`src/hdl/btcr_defines.svh`:
```
// Constants for the third step-down channel control register bank
// Behaviour
// Standby code, offset 30h bits 5:0, writable
// Normal code, offset 33h bits 5:0, writable
// Bit 2 at 32h: zero masks fault
// 31h and 32h bits 7:3 read-only
// Bit 6 at 33h selects high range
// Host checks range before changing span select
// Codes map to 25mV or 50mV steps
// Code zero selects external feedback adjustable mode
// Codes written over bus are applied
// Enabled only with pin high and bit
// Power-good bit follows output threshold comparator
// Bank pin low normal, high standby code
// Reset values parameters; both codes equal default
`ifndef BTCR_DEFINES_SVH
`define BTCR_DEFINES_SVH

// ----------------------------------------------------------------------------
// Register offsets
// ----------------------------------------------------------------------------
`define BTCR_OFF_STANDBY   8'h30
`define BTCR_OFF_SPARE     8'h31
`define BTCR_OFF_CTRL      8'h32
`define BTCR_OFF_NORMAL    8'h33

// ----------------------------------------------------------------------------
// Field positions
// ----------------------------------------------------------------------------
`define BTCR_CODE_MSB      5
`define BTCR_CODE_LSB      0
`define BTCR_BIT_ENABLE    0
`define BTCR_BIT_PGOOD     1
`define BTCR_BIT_UNMASK    2
`define BTCR_BIT_SPAN      6

// ----------------------------------------------------------------------------
// Reset values
// ----------------------------------------------------------------------------
`define BTCR_RST_CODE      6'h18
`define BTCR_RST_SPAN      1'b0
`define BTCR_RST_ENABLE    1'b0
`define BTCR_RST_UNMASK    1'b1
`define BTCR_RO_FILL       8'h00

// ----------------------------------------------------------------------------
// Voltage table, millivolts
// ----------------------------------------------------------------------------
`define BTCR_LOW_BASE_MV   13'h0271
`define BTCR_LOW_STEP_MV   13'h0019
`define BTCR_LOW_MIN_MV    13'h0320
`define BTCR_HIGH_BASE_MV  13'h04e2
`define BTCR_HIGH_STEP_MV  13'h0032
`define BTCR_ZERO_MV       13'h0000

`endif

```
`src/hdl/btcr_pkg.sv`:
```
// Types shared by the third step-down channel register bank
package btcr_pkg;
   typedef logic [5:0]  btcr_code_t;
   typedef logic [7:0]  btcr_byte_t;
   typedef logic [12:0] btcr_mv_t;
endpackage

```
`src/hdl/btcr_sync.sv`:
```
// Two flip-flop synchroniser for asynchronous pin levels
`timescale 1ns/1ps
`include "btcr_defines.svh"
module btcr_sync #(
   parameter int WIDTH = 1
) (
   // Clock and reset
   input  wire logic             clock,
   input  wire logic             rst,
   // Levels
   input  wire logic [WIDTH-1:0] asyncIn,
   output logic      [WIDTH-1:0] syncOut
);
   import btcr_pkg::*;

   logic [WIDTH-1:0] stageOne_q;
   logic [WIDTH-1:0] stageOne_d;
   logic [WIDTH-1:0] stageTwo_q;
   logic [WIDTH-1:0] stageTwo_d;

   // First stage feeds only the second stage
   always_comb begin
      stageOne_d = asyncIn;
      stageTwo_d = stageOne_q;
   end

   always_ff @(posedge clock) begin
      if (rst) begin
         stageOne_q <= '0;
         stageTwo_q <= '0;
      end else begin
         stageOne_q <= stageOne_d;
         stageTwo_q <= stageTwo_d;
      end
   end

   assign syncOut = stageTwo_q;
endmodule

```
`src/hdl/btcr_vdecode.sv`:
```
// Voltage code to millivolt decoder for both output ranges
`timescale 1ns/1ps
`include "btcr_defines.svh"
module btcr_vdecode (
   // Selected setting
   input  wire logic               spanHigh,
   input  wire btcr_pkg::btcr_code_t code,
   // Decoded target
   output btcr_pkg::btcr_mv_t      millivolts,
   output logic                    adjustable
);
   import btcr_pkg::*;

   function automatic btcr_mv_t decodeMv(input logic high, input btcr_code_t n);
      btcr_mv_t raw;
      raw = '0;
      if (n == '0) begin
         raw = `BTCR_ZERO_MV;
      end else if (high) begin
         raw = 13'(`BTCR_HIGH_BASE_MV + 13'(n) * `BTCR_HIGH_STEP_MV);
      end else begin
         raw = 13'(`BTCR_LOW_BASE_MV + 13'(n) * `BTCR_LOW_STEP_MV);
         // Low table floors at its minimum for codes 1 to 6
         if (raw < `BTCR_LOW_MIN_MV) begin
            raw = `BTCR_LOW_MIN_MV;
         end
      end
      return raw;
   endfunction

   always_comb begin
      millivolts = decodeMv(spanHigh, code);
      adjustable = (code == '0);
   end
endmodule

```
`src/hdl/btcr_top.sv`:
```
// Control and status register bank of the third step-down channel
`timescale 1ns/1ps
`include "btcr_defines.svh"
module btcr_top #(
   parameter btcr_pkg::btcr_code_t RST_NORMAL_CODE  = `BTCR_RST_CODE,
   parameter btcr_pkg::btcr_code_t RST_STANDBY_CODE = `BTCR_RST_CODE,
   parameter logic                 RST_SPAN         = `BTCR_RST_SPAN,
   parameter logic                 RST_ENABLE       = `BTCR_RST_ENABLE,
   parameter logic                 RST_UNMASK       = `BTCR_RST_UNMASK,
   parameter btcr_pkg::btcr_byte_t RO_FILL          = `BTCR_RO_FILL
) (
   // Clock and reset
   input  wire logic                 clock,
   input  wire logic                 rst,
   // Register port from the serial bus interface
   input  wire btcr_pkg::btcr_byte_t regAddr,
   input  wire btcr_pkg::btcr_byte_t regWrData,
   input  wire logic                 regWrEn,
   input  wire logic                 regRdEn,
   output btcr_pkg::btcr_byte_t      regRdData,
   output logic                      regRdValid,
   output logic                      regRdMiss,
   // Pins and analog status
   input  wire logic                 channelEnablePin,
   input  wire logic                 voltageBankPin,
   input  wire logic                 powerGoodIn,
   input  wire logic                 voltageFaultIn,
   // Converter control
   output logic                      channelEnable,
   output btcr_pkg::btcr_code_t      activeCode,
   output logic                      spanHigh,
   output logic                      adjustableMode,
   output btcr_pkg::btcr_mv_t        targetMillivolts,
   output logic                      targetChanged,
   output logic                      voltageFault
);
   import btcr_pkg::*;

   // -------------------------------------------------------------------------
   // Field helpers
   // -------------------------------------------------------------------------
   // Six-bit voltage code held in the low bits of a written byte
   function automatic btcr_code_t codeField(input btcr_byte_t value);
      return value[`BTCR_CODE_MSB:`BTCR_CODE_LSB];
   endfunction

   // Exact offset match; the bank answers to four offsets only
   function automatic logic offsetHit(input btcr_byte_t addr, input btcr_byte_t offset);
      return (addr == offset);
   endfunction

   // Read byte of a code register: fill on top, span or fill at bit 6, code below
   function automatic btcr_byte_t codeRead(input logic bitSix, input btcr_code_t value);
      return {RO_FILL[7], bitSix, value};
   endfunction

   // -------------------------------------------------------------------------
   // Pin synchronisation
   // -------------------------------------------------------------------------
   logic [3:0] pinSync;
   logic       enablePinSync;
   logic       bankPinSync;
   logic       powerGoodSync;
   logic       faultSync;

   btcr_sync #(
      .WIDTH (4)
   ) u_sync (
      .clock   (clock),
      .rst     (rst),
      .asyncIn ({voltageFaultIn, powerGoodIn, voltageBankPin, channelEnablePin}),
      .syncOut (pinSync)
   );

   assign enablePinSync = pinSync[0];
   assign bankPinSync   = pinSync[1];
   assign powerGoodSync = pinSync[2];
   assign faultSync     = pinSync[3];

   // -------------------------------------------------------------------------
   // Register decode
   // -------------------------------------------------------------------------
   logic       hitStandby;
   logic       hitSpare;
   logic       hitCtrl;
   logic       hitNormal;
   logic       wrStandby;
   logic       wrCtrl;
   logic       wrNormal;

   always_comb begin
      hitStandby = offsetHit(regAddr, `BTCR_OFF_STANDBY);
      hitSpare   = offsetHit(regAddr, `BTCR_OFF_SPARE);
      hitCtrl    = offsetHit(regAddr, `BTCR_OFF_CTRL);
      hitNormal  = offsetHit(regAddr, `BTCR_OFF_NORMAL);
   end

   // The spare offset and unmapped offsets get no strobe, so writes there are dropped
   always_comb begin
      wrStandby = regWrEn & hitStandby;
      wrCtrl    = regWrEn & hitCtrl;
      wrNormal  = regWrEn & hitNormal;
   end

   // -------------------------------------------------------------------------
   // Voltage codes and span
   // -------------------------------------------------------------------------
   btcr_code_t standbyCode_q;
   btcr_code_t standbyCode_d;
   btcr_code_t normalCode_q;
   btcr_code_t normalCode_d;
   logic       span_q;
   logic       span_d;

   // Read-only bits of a written byte are ignored
   always_comb begin
      standbyCode_d = standbyCode_q;
      normalCode_d  = normalCode_q;
      span_d        = span_q;
      if (wrStandby) begin
         standbyCode_d = codeField(regWrData);
      end
      if (wrNormal) begin
         normalCode_d = codeField(regWrData);
         span_d       = regWrData[`BTCR_BIT_SPAN];
      end
   end

   always_ff @(posedge clock) begin
      if (rst) begin
         standbyCode_q <= RST_STANDBY_CODE;
         normalCode_q  <= RST_NORMAL_CODE;
         span_q        <= RST_SPAN;
      end else begin
         standbyCode_q <= standbyCode_d;
         normalCode_q  <= normalCode_d;
         span_q        <= span_d;
      end
   end

   // -------------------------------------------------------------------------
   // Enable and fault unmask bits
   // -------------------------------------------------------------------------
   logic       enableBit_q;
   logic       enableBit_d;
   logic       unmask_q;
   logic       unmask_d;

   always_comb begin
      enableBit_d = enableBit_q;
      unmask_d    = unmask_q;
      if (wrCtrl) begin
         enableBit_d = regWrData[`BTCR_BIT_ENABLE];
         unmask_d    = regWrData[`BTCR_BIT_UNMASK];
      end
   end

   always_ff @(posedge clock) begin
      if (rst) begin
         enableBit_q <= RST_ENABLE;
         unmask_q    <= RST_UNMASK;
      end else begin
         enableBit_q <= enableBit_d;
         unmask_q    <= unmask_d;
      end
   end

   // -------------------------------------------------------------------------
   // Read path
   // -------------------------------------------------------------------------
   btcr_byte_t rdData_q;
   btcr_byte_t rdData_d;
   logic       rdValid_q;
   logic       rdValid_d;
   logic       rdMiss_q;
   logic       rdMiss_d;
   btcr_byte_t ctrlRead;

   // Read-only bits carry a fixed fill; software must not rely on them
   always_comb begin
      ctrlRead                   = RO_FILL;
      ctrlRead[`BTCR_BIT_ENABLE] = enableBit_q;
      ctrlRead[`BTCR_BIT_PGOOD]  = powerGoodSync;
      ctrlRead[`BTCR_BIT_UNMASK] = unmask_q;
   end

   always_comb begin
      rdData_d  = rdData_q;
      rdValid_d = regRdEn;
      rdMiss_d  = 1'b0;
      if (regRdEn) begin
         rdData_d = '0;
         if (hitStandby) begin
            rdData_d = codeRead(RO_FILL[6], standbyCode_q);
         end else if (hitSpare) begin
            rdData_d = RO_FILL;
         end else if (hitCtrl) begin
            rdData_d = ctrlRead;
         end else if (hitNormal) begin
            rdData_d = codeRead(span_q, normalCode_q);
         end else begin
            rdMiss_d = 1'b1;
         end
      end
   end

   always_ff @(posedge clock) begin
      if (rst) begin
         rdData_q  <= '0;
         rdValid_q <= 1'b0;
         rdMiss_q  <= 1'b0;
      end else begin
         rdData_q  <= rdData_d;
         rdValid_q <= rdValid_d;
         rdMiss_q  <= rdMiss_d;
      end
   end

   assign regRdData  = rdData_q;
   assign regRdValid = rdValid_q;
   assign regRdMiss  = rdMiss_q;

   // -------------------------------------------------------------------------
   // Target selection and decode
   // -------------------------------------------------------------------------
   btcr_code_t selCode;
   btcr_mv_t   selMv;
   logic       selAdjust;

   always_comb begin
      selCode = bankPinSync ? standbyCode_q : normalCode_q;
   end

   btcr_vdecode u_decode (
      .spanHigh   (span_q),
      .code       (selCode),
      .millivolts (selMv),
      .adjustable (selAdjust)
   );

   // -------------------------------------------------------------------------
   // Enable and fault outputs
   // -------------------------------------------------------------------------
   logic       chanEn_q;
   logic       chanEn_d;
   logic       fault_q;
   logic       fault_d;

   // Both follow their pins three edges late: two synchroniser stages and this register
   always_comb begin
      chanEn_d = enablePinSync & enableBit_q;
      fault_d  = faultSync & unmask_q;
   end

   always_ff @(posedge clock) begin
      if (rst) begin
         chanEn_q <= 1'b0;
         fault_q  <= 1'b0;
      end else begin
         chanEn_q <= chanEn_d;
         fault_q  <= fault_d;
      end
   end

   // -------------------------------------------------------------------------
   // Target outputs
   // -------------------------------------------------------------------------
   btcr_code_t actCode_q;
   btcr_code_t actCode_d;
   logic       spanOut_q;
   logic       spanOut_d;
   logic       adjust_q;
   logic       adjust_d;
   btcr_mv_t   target_q;
   btcr_mv_t   target_d;
   logic       changed_q;
   logic       changed_d;

   always_comb begin
      actCode_d = selCode;
      spanOut_d = span_q;
      adjust_d  = selAdjust;
      target_d  = selMv;
      // One-cycle pulse lets the converter restart its ramp on a new setting
      changed_d = (selMv != target_q) || (span_q != spanOut_q) || (selCode != actCode_q);
   end

   // Target resets to zero, so the first edge after reset loads it and pulses the change
   always_ff @(posedge clock) begin
      if (rst) begin
         actCode_q <= RST_NORMAL_CODE;
         spanOut_q <= RST_SPAN;
         adjust_q  <= 1'b0;
         target_q  <= '0;
         changed_q <= 1'b0;
      end else begin
         actCode_q <= actCode_d;
         spanOut_q <= spanOut_d;
         adjust_q  <= adjust_d;
         target_q  <= target_d;
         changed_q <= changed_d;
      end
   end

   assign channelEnable    = chanEn_q;
   assign activeCode       = actCode_q;
   assign spanHigh         = spanOut_q;
   assign adjustableMode   = adjust_q;
   assign targetMillivolts = target_q;
   assign targetChanged    = changed_q;
   assign voltageFault     = fault_q;
endmodule

```
`config.mk`:
```
export PLATFORM = sky130hd
export DESIGN_NAME = btcr_top
export DESIGN_NICKNAME = d
export VERILOG_FILES = /design/src/hdl/btcr_pkg.sv /design/src/hdl/btcr_sync.sv /design/src/hdl/btcr_vdecode.sv /design/src/hdl/btcr_top.sv
export VERILOG_INCLUDE_DIRS = /design/src /design/src/hdl
export SDC_FILE = /design/constraint.sdc
export NUM_CORES = 1
export LEC_CHECK = 0
export BUFFER_PORTS_ARGS = -buffer_cell sky130_fd_sc_hd__clkbuf_2
export CAP_MARGIN = 20
export CORE_ASPECT_RATIO = 0.9
export CORE_MARGIN = 1
export CORE_UTILIZATION = 55
export CTS_CLUSTER_SIZE = 8
export DETAILED_ROUTE_END_ITERATION = 10
export HOLD_SLACK_MARGIN = 0.06
export PLACE_DENSITY = 0.78
export SYNTH_ARGS = -nofsm -noshare
export SYNTH_HDL_FRONTEND = slang
export SYNTH_HIERARCHICAL = 1
export SYNTH_SLANG_ARGS = --single-unit
```
`constraint.sdc`:
```
create_clock -name clock -period 5.6 [get_ports clock]
set_input_delay 1.68 -clock clock [delete_from_list [all_inputs] [get_ports clock]]
set_output_delay 1.68 -clock clock [all_outputs]
set_load 0.05 [all_outputs]
```
=== Word-level counts from Yosys, hierarchy flattened ===
Cells that the tools add are included.
W data, S select, Z words.

* Register bits after elaboration: 57
* Bits in latches: 0
* Memory bits (writable): 0
* Memory bits (read-only): 0
* Input port bits: 24
* Output and inout port bits: 34
* Logic and storage cells: 48
* Memories kept: 0

* Add/sub/neg operators: 2
* Multipliers: 2
* Divide/modulo/power cells: 0
* Order comparisons: 1
* Equal/unequal tests: 7
* Shifts and indexed selects: 0
* Muxes and demuxes: 9
* Bitwise gates (word level): 6
* Reduce and logical (&&, ||, !) cells: 4

{| class="wikitable"
|+ Operator list
! operator !! number
|-
| $mux W13 || 3
|-
| $eq A8 B6 Y1 const B || 4
|-
| $mux W7 || 4
|-
| $mul A6 B5 Y11 const B || 2
|-
| $add A11 B12 Y13 const A || 1
|-
| $lt A13 B10 Y1 const B || 1
|-
| $ne A13 B13 Y1 || 1
|-
| $add A10 B11 Y12 const A || 1
|-
| $logic_not A6 Y1 || 1
|-
| $mux W6 || 1
|-
| $ne A6 B6 Y1 || 1
|-
| $and A1 B1 Y1 || 5
|-
| $reduce_or A5 Y1 || 1
|-
| $logic_or A1 B1 Y1 || 2
|-
| $mux W1 || 1
|-
| $ne A1 B1 Y1 || 1
|-
| $not A1 Y1 || 1
|}

=== Logic depth before layout (Yosys ltp) ===
* Depth after elaboration: 10
* Mapped depth: 20
* Depth with buffers taken out: 18

=== Cells and area by module ===
Netlist, hierarchy kept.

{| class="wikitable"
|+ By module, submodules not included
! module !! instances !! cells an instance !! area each (um^2) !! seq. area each (um^2)
|-
| btcr_top || 1 || 198 || 1998.2 || 960.9
|-
| btcr_vdecode || 1 || 190 || 1541.5 || 0.0
|-
| btcr_sync || 1 || 16 || 210.2 || 160.2
|}

=== Worst setup path after synthesis ===
Ideal clock, no wire load.

* Path kind: register to register
* From: register u_sync.stageTwo_q[1], in the netlist u_sync/syncOut[1]
* To: register changed_q, in the netlist targetChanged
* Library setup time: 0.132 ns
* Data arrival time: 3.961 ns
* Slack: 1.507 ns
* Stages on the path, launching flop included: 21
* Path buffers: 2
* Period minus slack after synthesis: 4.093 ns
* Cells stage by stage: dfxtp_1 > buf_6 > mux2i_2 > inv_1 > inv_1 > ha_1 > inv_1 > fa_1 > ha_1 > ha_1 > buf_4 > nand3_1 > a211oi_1 > xnor2_1 > a32oi_2 > or3_1 > a21oi_1 > xnor2_1 > nand4_1 > nor3_1 > a31oi_1

* Longest elaborated chain between the ends: 10
* Elaborated cells between the ends (all ways): 14

{| class="wikitable"
|+ RTL lines
! item !! RTL line !! text
|-
| start, declared || btcr_sync.sv:18 || <nowiki>logic [WIDTH-1:0] stageTwo_q;</nowiki>
|-
| start signal, assigned || btcr_sync.sv:33 || <nowiki>stageTwo_q <= stageTwo_d;</nowiki>
|-
| $mux W6 * || btcr_top.sv:231 || <nowiki>selCode = bankPinSync ? standbyCode_q : normalCode_q;</nowiki>
|-
| via actCode_d[2] || btcr_top.sv:269 || <nowiki>btcr_code_t actCode_d;</nowiki>
|-
| $mul A6 B5 Y11 (no line) || -- ||
|-
| $add A10 B11 Y12 (no line) || -- ||
|-
| $lt A13 B10 Y1 (no line) || -- ||
|-
| $mux W13 || btcr_vdecode.sv:24 || <nowiki>if (raw < `BTCR_LOW_MIN_MV) begin</nowiki>
|-
| $mux W13 || btcr_vdecode.sv:19 || <nowiki>end else if (high) begin</nowiki>
|-
| $mux W13 * || btcr_vdecode.sv:17 || <nowiki>if (n == '0) begin</nowiki>
|-
| via selMv[6] || btcr_top.sv:227 || <nowiki>btcr_mv_t selMv;</nowiki>
|-
| $ne A13 B13 Y1 * || btcr_top.sv:285 || <nowiki>changed_d = (selMv != target_q) || (span_q != spanOut_q) || (selCode != actCode_q);</nowiki>
|-
| $logic_or A1 B1 Y1 * (2 in a row) || btcr_top.sv:285 ||
|-
| end signal, assigned || btcr_top.sv:301 || <nowiki>changed_q <= changed_d;</nowiki>
|-
| end, declared || btcr_top.sv:276 || <nowiki>logic changed_q;</nowiki>
|}

Mark *: on every way through the listed nets, which the timed path passes. The rest lies on a longest branch.
A chain may end at the register's enable or synchronous reset.

=== Worst setup path after layout ===
Ends and elaborated chain as after synthesis.

==> reports/qor.txt <==
Total Routed Length: 7740 um
port buffer count: 55
Setup crit end kind: register
r2r worst-path depth: 17
CTS buffer count: 5
share of layout cells above drive strength 1: 0.182
PD cells: 166 mW/mm^2
Worst setup SP type: register
#FFs+latches synth: 56
Post-synth top cells: 56 x dfxtp_1, 45 x ha_1, 32 x inv_1
syn_area_per_cell: 9.28 sq um
final RePlAce weighted congestion: 0.838
CTS clk-pin slew, worst paths: 0.09 ns
Die W: 89.0 um
crit share post-route: 0.883
CTS Hold Bufs: 0
vias in the first global route: 2,698
WHS: 0.421 ns
Cell Area, Synth: 0.00375 sq mm
RSZ-0062 raised after global routing: no
std cell rows: 28
critical path fanouts, max: 8
nets@finish: 522
gr ovfl total: 0
dpl cell area: 0.00406 sq mm
Core Region: 0.00659 sq mm
DRC viols: 0
Worst Hold Class: register to register
initial antenna violation count: 0
Fin. Hold Viols: 0
Tightest Pin Transition: 1.04 ns
CTS tree: done
Initial DRC Count: 134
FFs w/ async S/R, synth: 0
CP required: 5.74 ns
Root Buffer: clkbuf_8
Max Clk Rate: 202 MHz
Max-Slew Margin vs Limit: 0.307
Synth cell types: 65
Die H: 80.3 um
R2R Path Start: u_sync/syncOut[1]$_SDFF_PP0_
most frequent cell after synthesis: dfxtp_1
post-CTS setup buffer count: 0
number of H-tree levels: 2
Layout area overhead: 10.3%
Worst Setup SP: u_sync/syncOut[1]$_SDFF_PP0_
Slew Viols, Final: 0
Crit Path Class: register to register
FF-to-FF End: targetChanged$_SDFF_PP0_
CTS resizes: 0
Vias per Instance: 5.58
Main synth FF type: dfxtp_1
r2r setup slk: 0.65 ns
HPWL after DPL: 6210 um
ANT cells: 0
final antenna-violating net count: 0
Global Route Usage Sum: 0.227
static leakage: 1.95 nW
post-route cell area: 0.00414 sq mm
io pins: 58
Via Count: 3,019
number of max-cap violations: 0
Die Area: 0.00715 sq mm
CTS max path bufs: 2
Starting Density: 0.569
clk sinks: 56
Syn Nets: 475
Peak VDD IR: 0.145 mV
YS warnings: 6
Filler cells: 587
top cell type's share of synthesized area: 0.299
setup TNS: 0 ns
status: complete, no violations
Clock Latency Late Sink: 0.31 ns
CP arrival: 5.09 ns
Place WS: 0.720 ns
Synth area leader: dfxtp_1
register area share after synthesis: 0.299
Setup Skew: 0.0108 ns
First-pass DRT Iterations: 4
largest net degree at the start of global routing: 56
Cells after Synth: 404
final setup violation count: 0
final setup margin: 0.654 ns
Tmin final: 4.95 ns
Post-synth EDFFs: 0
first-pass GRT wire length: 12,500 um
WL/cell: 14.3 um
Area contributors post-synth: dfxtp_1 30%, ha_1 15%, xnor2_1 6.1%
Worst setup endpoint: targetChanged$_SDFF_PP0_
-- routing by layer --
metal	GRT usage	wire, um
met1	0.314	3710
met2	0.340	3460
met3	0.0627	417
met4	0.0746	157
met5	0	0
-- cells in the final DEF (no fill, tap or decap), types with 4 or more instances in the layout --
master	instances
clkbuf_8	5
nand4_1	7
nor2_1	30
o21a_1	5
nand2_1	10
inv_1	32
dfxtp_1	56
xnor2_1	26
a31oi_1	5
clkbuf_2	55
nor3_1	4
nand2b_1	8
mux2i_1	16
a211o_1	5
ha_1	45
o21ai_0	4
nor2b_1	28
nand3_1	16
mux2i_2	4
xor2_1	9
a21oi_1	15
-- worst min path at each step --
stage                                            start  cells after the start  slack, ns                        to
after CTS                 u_sync/syncOut[3]$_SDFF_PP0_                      2       0.42   voltageFault$_SDFF_PP0_
after floorplan           u_sync/syncOut[0]$_SDFF_PP0_                      2       0.40  channelEnable$_SDFF_PP0_
after global routing      u_sync/syncOut[3]$_SDFF_PP0_                      2       0.44   voltageFault$_SDFF_PP0_
after global placement    u_sync/syncOut[0]$_SDFF_PP0_                      2       0.41  channelEnable$_SDFF_PP0_
after detailed placement  u_sync/syncOut[3]$_SDFF_PP0_                      2       0.41   voltageFault$_SDFF_PP0_
final                     u_sync/syncOut[3]$_SDFF_PP0_                      2       0.42   voltageFault$_SDFF_PP0_
-- area by class of cell --
cell class	count	area (sq um)	area share
multi-input combinational	300	2420	0.586
sequential	56	1120	0.271
timing repair buffer	55	275	0.0665
inverter	33	124	0.0299
tap	90	113	0.0272
clock buffer	5	68.8	0.0166
clock inverter	2	12.5	0.00302
-- metrics by stage --
| stage | total power, W | utilization | instances |
|---|---|---|---|
| 2_1_floorplan | 0.000467 | - | 404 |
| 3_3_place_gp | 0.000484 | 0.616 | 534 |
| 3_5_place_dp | 0.000485 | 0.616 | 534 |
| 4_1_cts | 0.000692 | 0.628 | 541 |
| 5_1_grt | 0.000714 | 0.628 | 541 |
| 6_report | 0.000687 | 0.628 | 541 |
-- power by group --
part	total [W]	internal, W	switching, W	leakage [nW]
registers	0.000409	0.000405	0.00000423	0.456
logic	0.0000668	0.0000236	0.0000432	1.46
clock network	0.000210	0.0000850	0.000125	0.0400
-- cells by family after synthesis --
| group | count (synthesis) | synth area share |
|---|---|---|
| xor+xnor | 36 | 0.0861 |
| buf+inv | 48 | 0.0551 |
| other cells | 1 | 0.00100 |
| simple gates | 129 | 0.202 |
| compound gates | 67 | 0.139 |
| mux | 20 | 0.0574 |
| flops | 56 | 0.299 |
| fa+ha+maj | 47 | 0.161 |
-- flip-flops by register name, indices dropped and copies added, names as in the netlist, 4 cells and up --
name,cells
targetMillivolts,13
regRdData,7
activeCode,6
normalCode_q,6
standbyCode_q,6
u_sync/stageOne_q,4
u_sync/syncOut,4
-- worst max-delay path, stage by stage, from the launching register on --
cell	delay [ns]
dfxtp_1	0.59
mux2i_1	0.39
inv_1	0.23
inv_1	0.13
ha_1	0.15
inv_1	0.05
fa_1	0.46
ha_1	0.32
ha_1	0.43
nand3_1	0.15
a2111oi_0	0.41
o2111ai_1	0.20
a32oi_2	0.39
o21ai_0	0.22
xnor2_1	0.17
nand4_1	0.15
nor4_2	0.23
a31oi_1	0.11
Power figures use the tool's default switching activity.
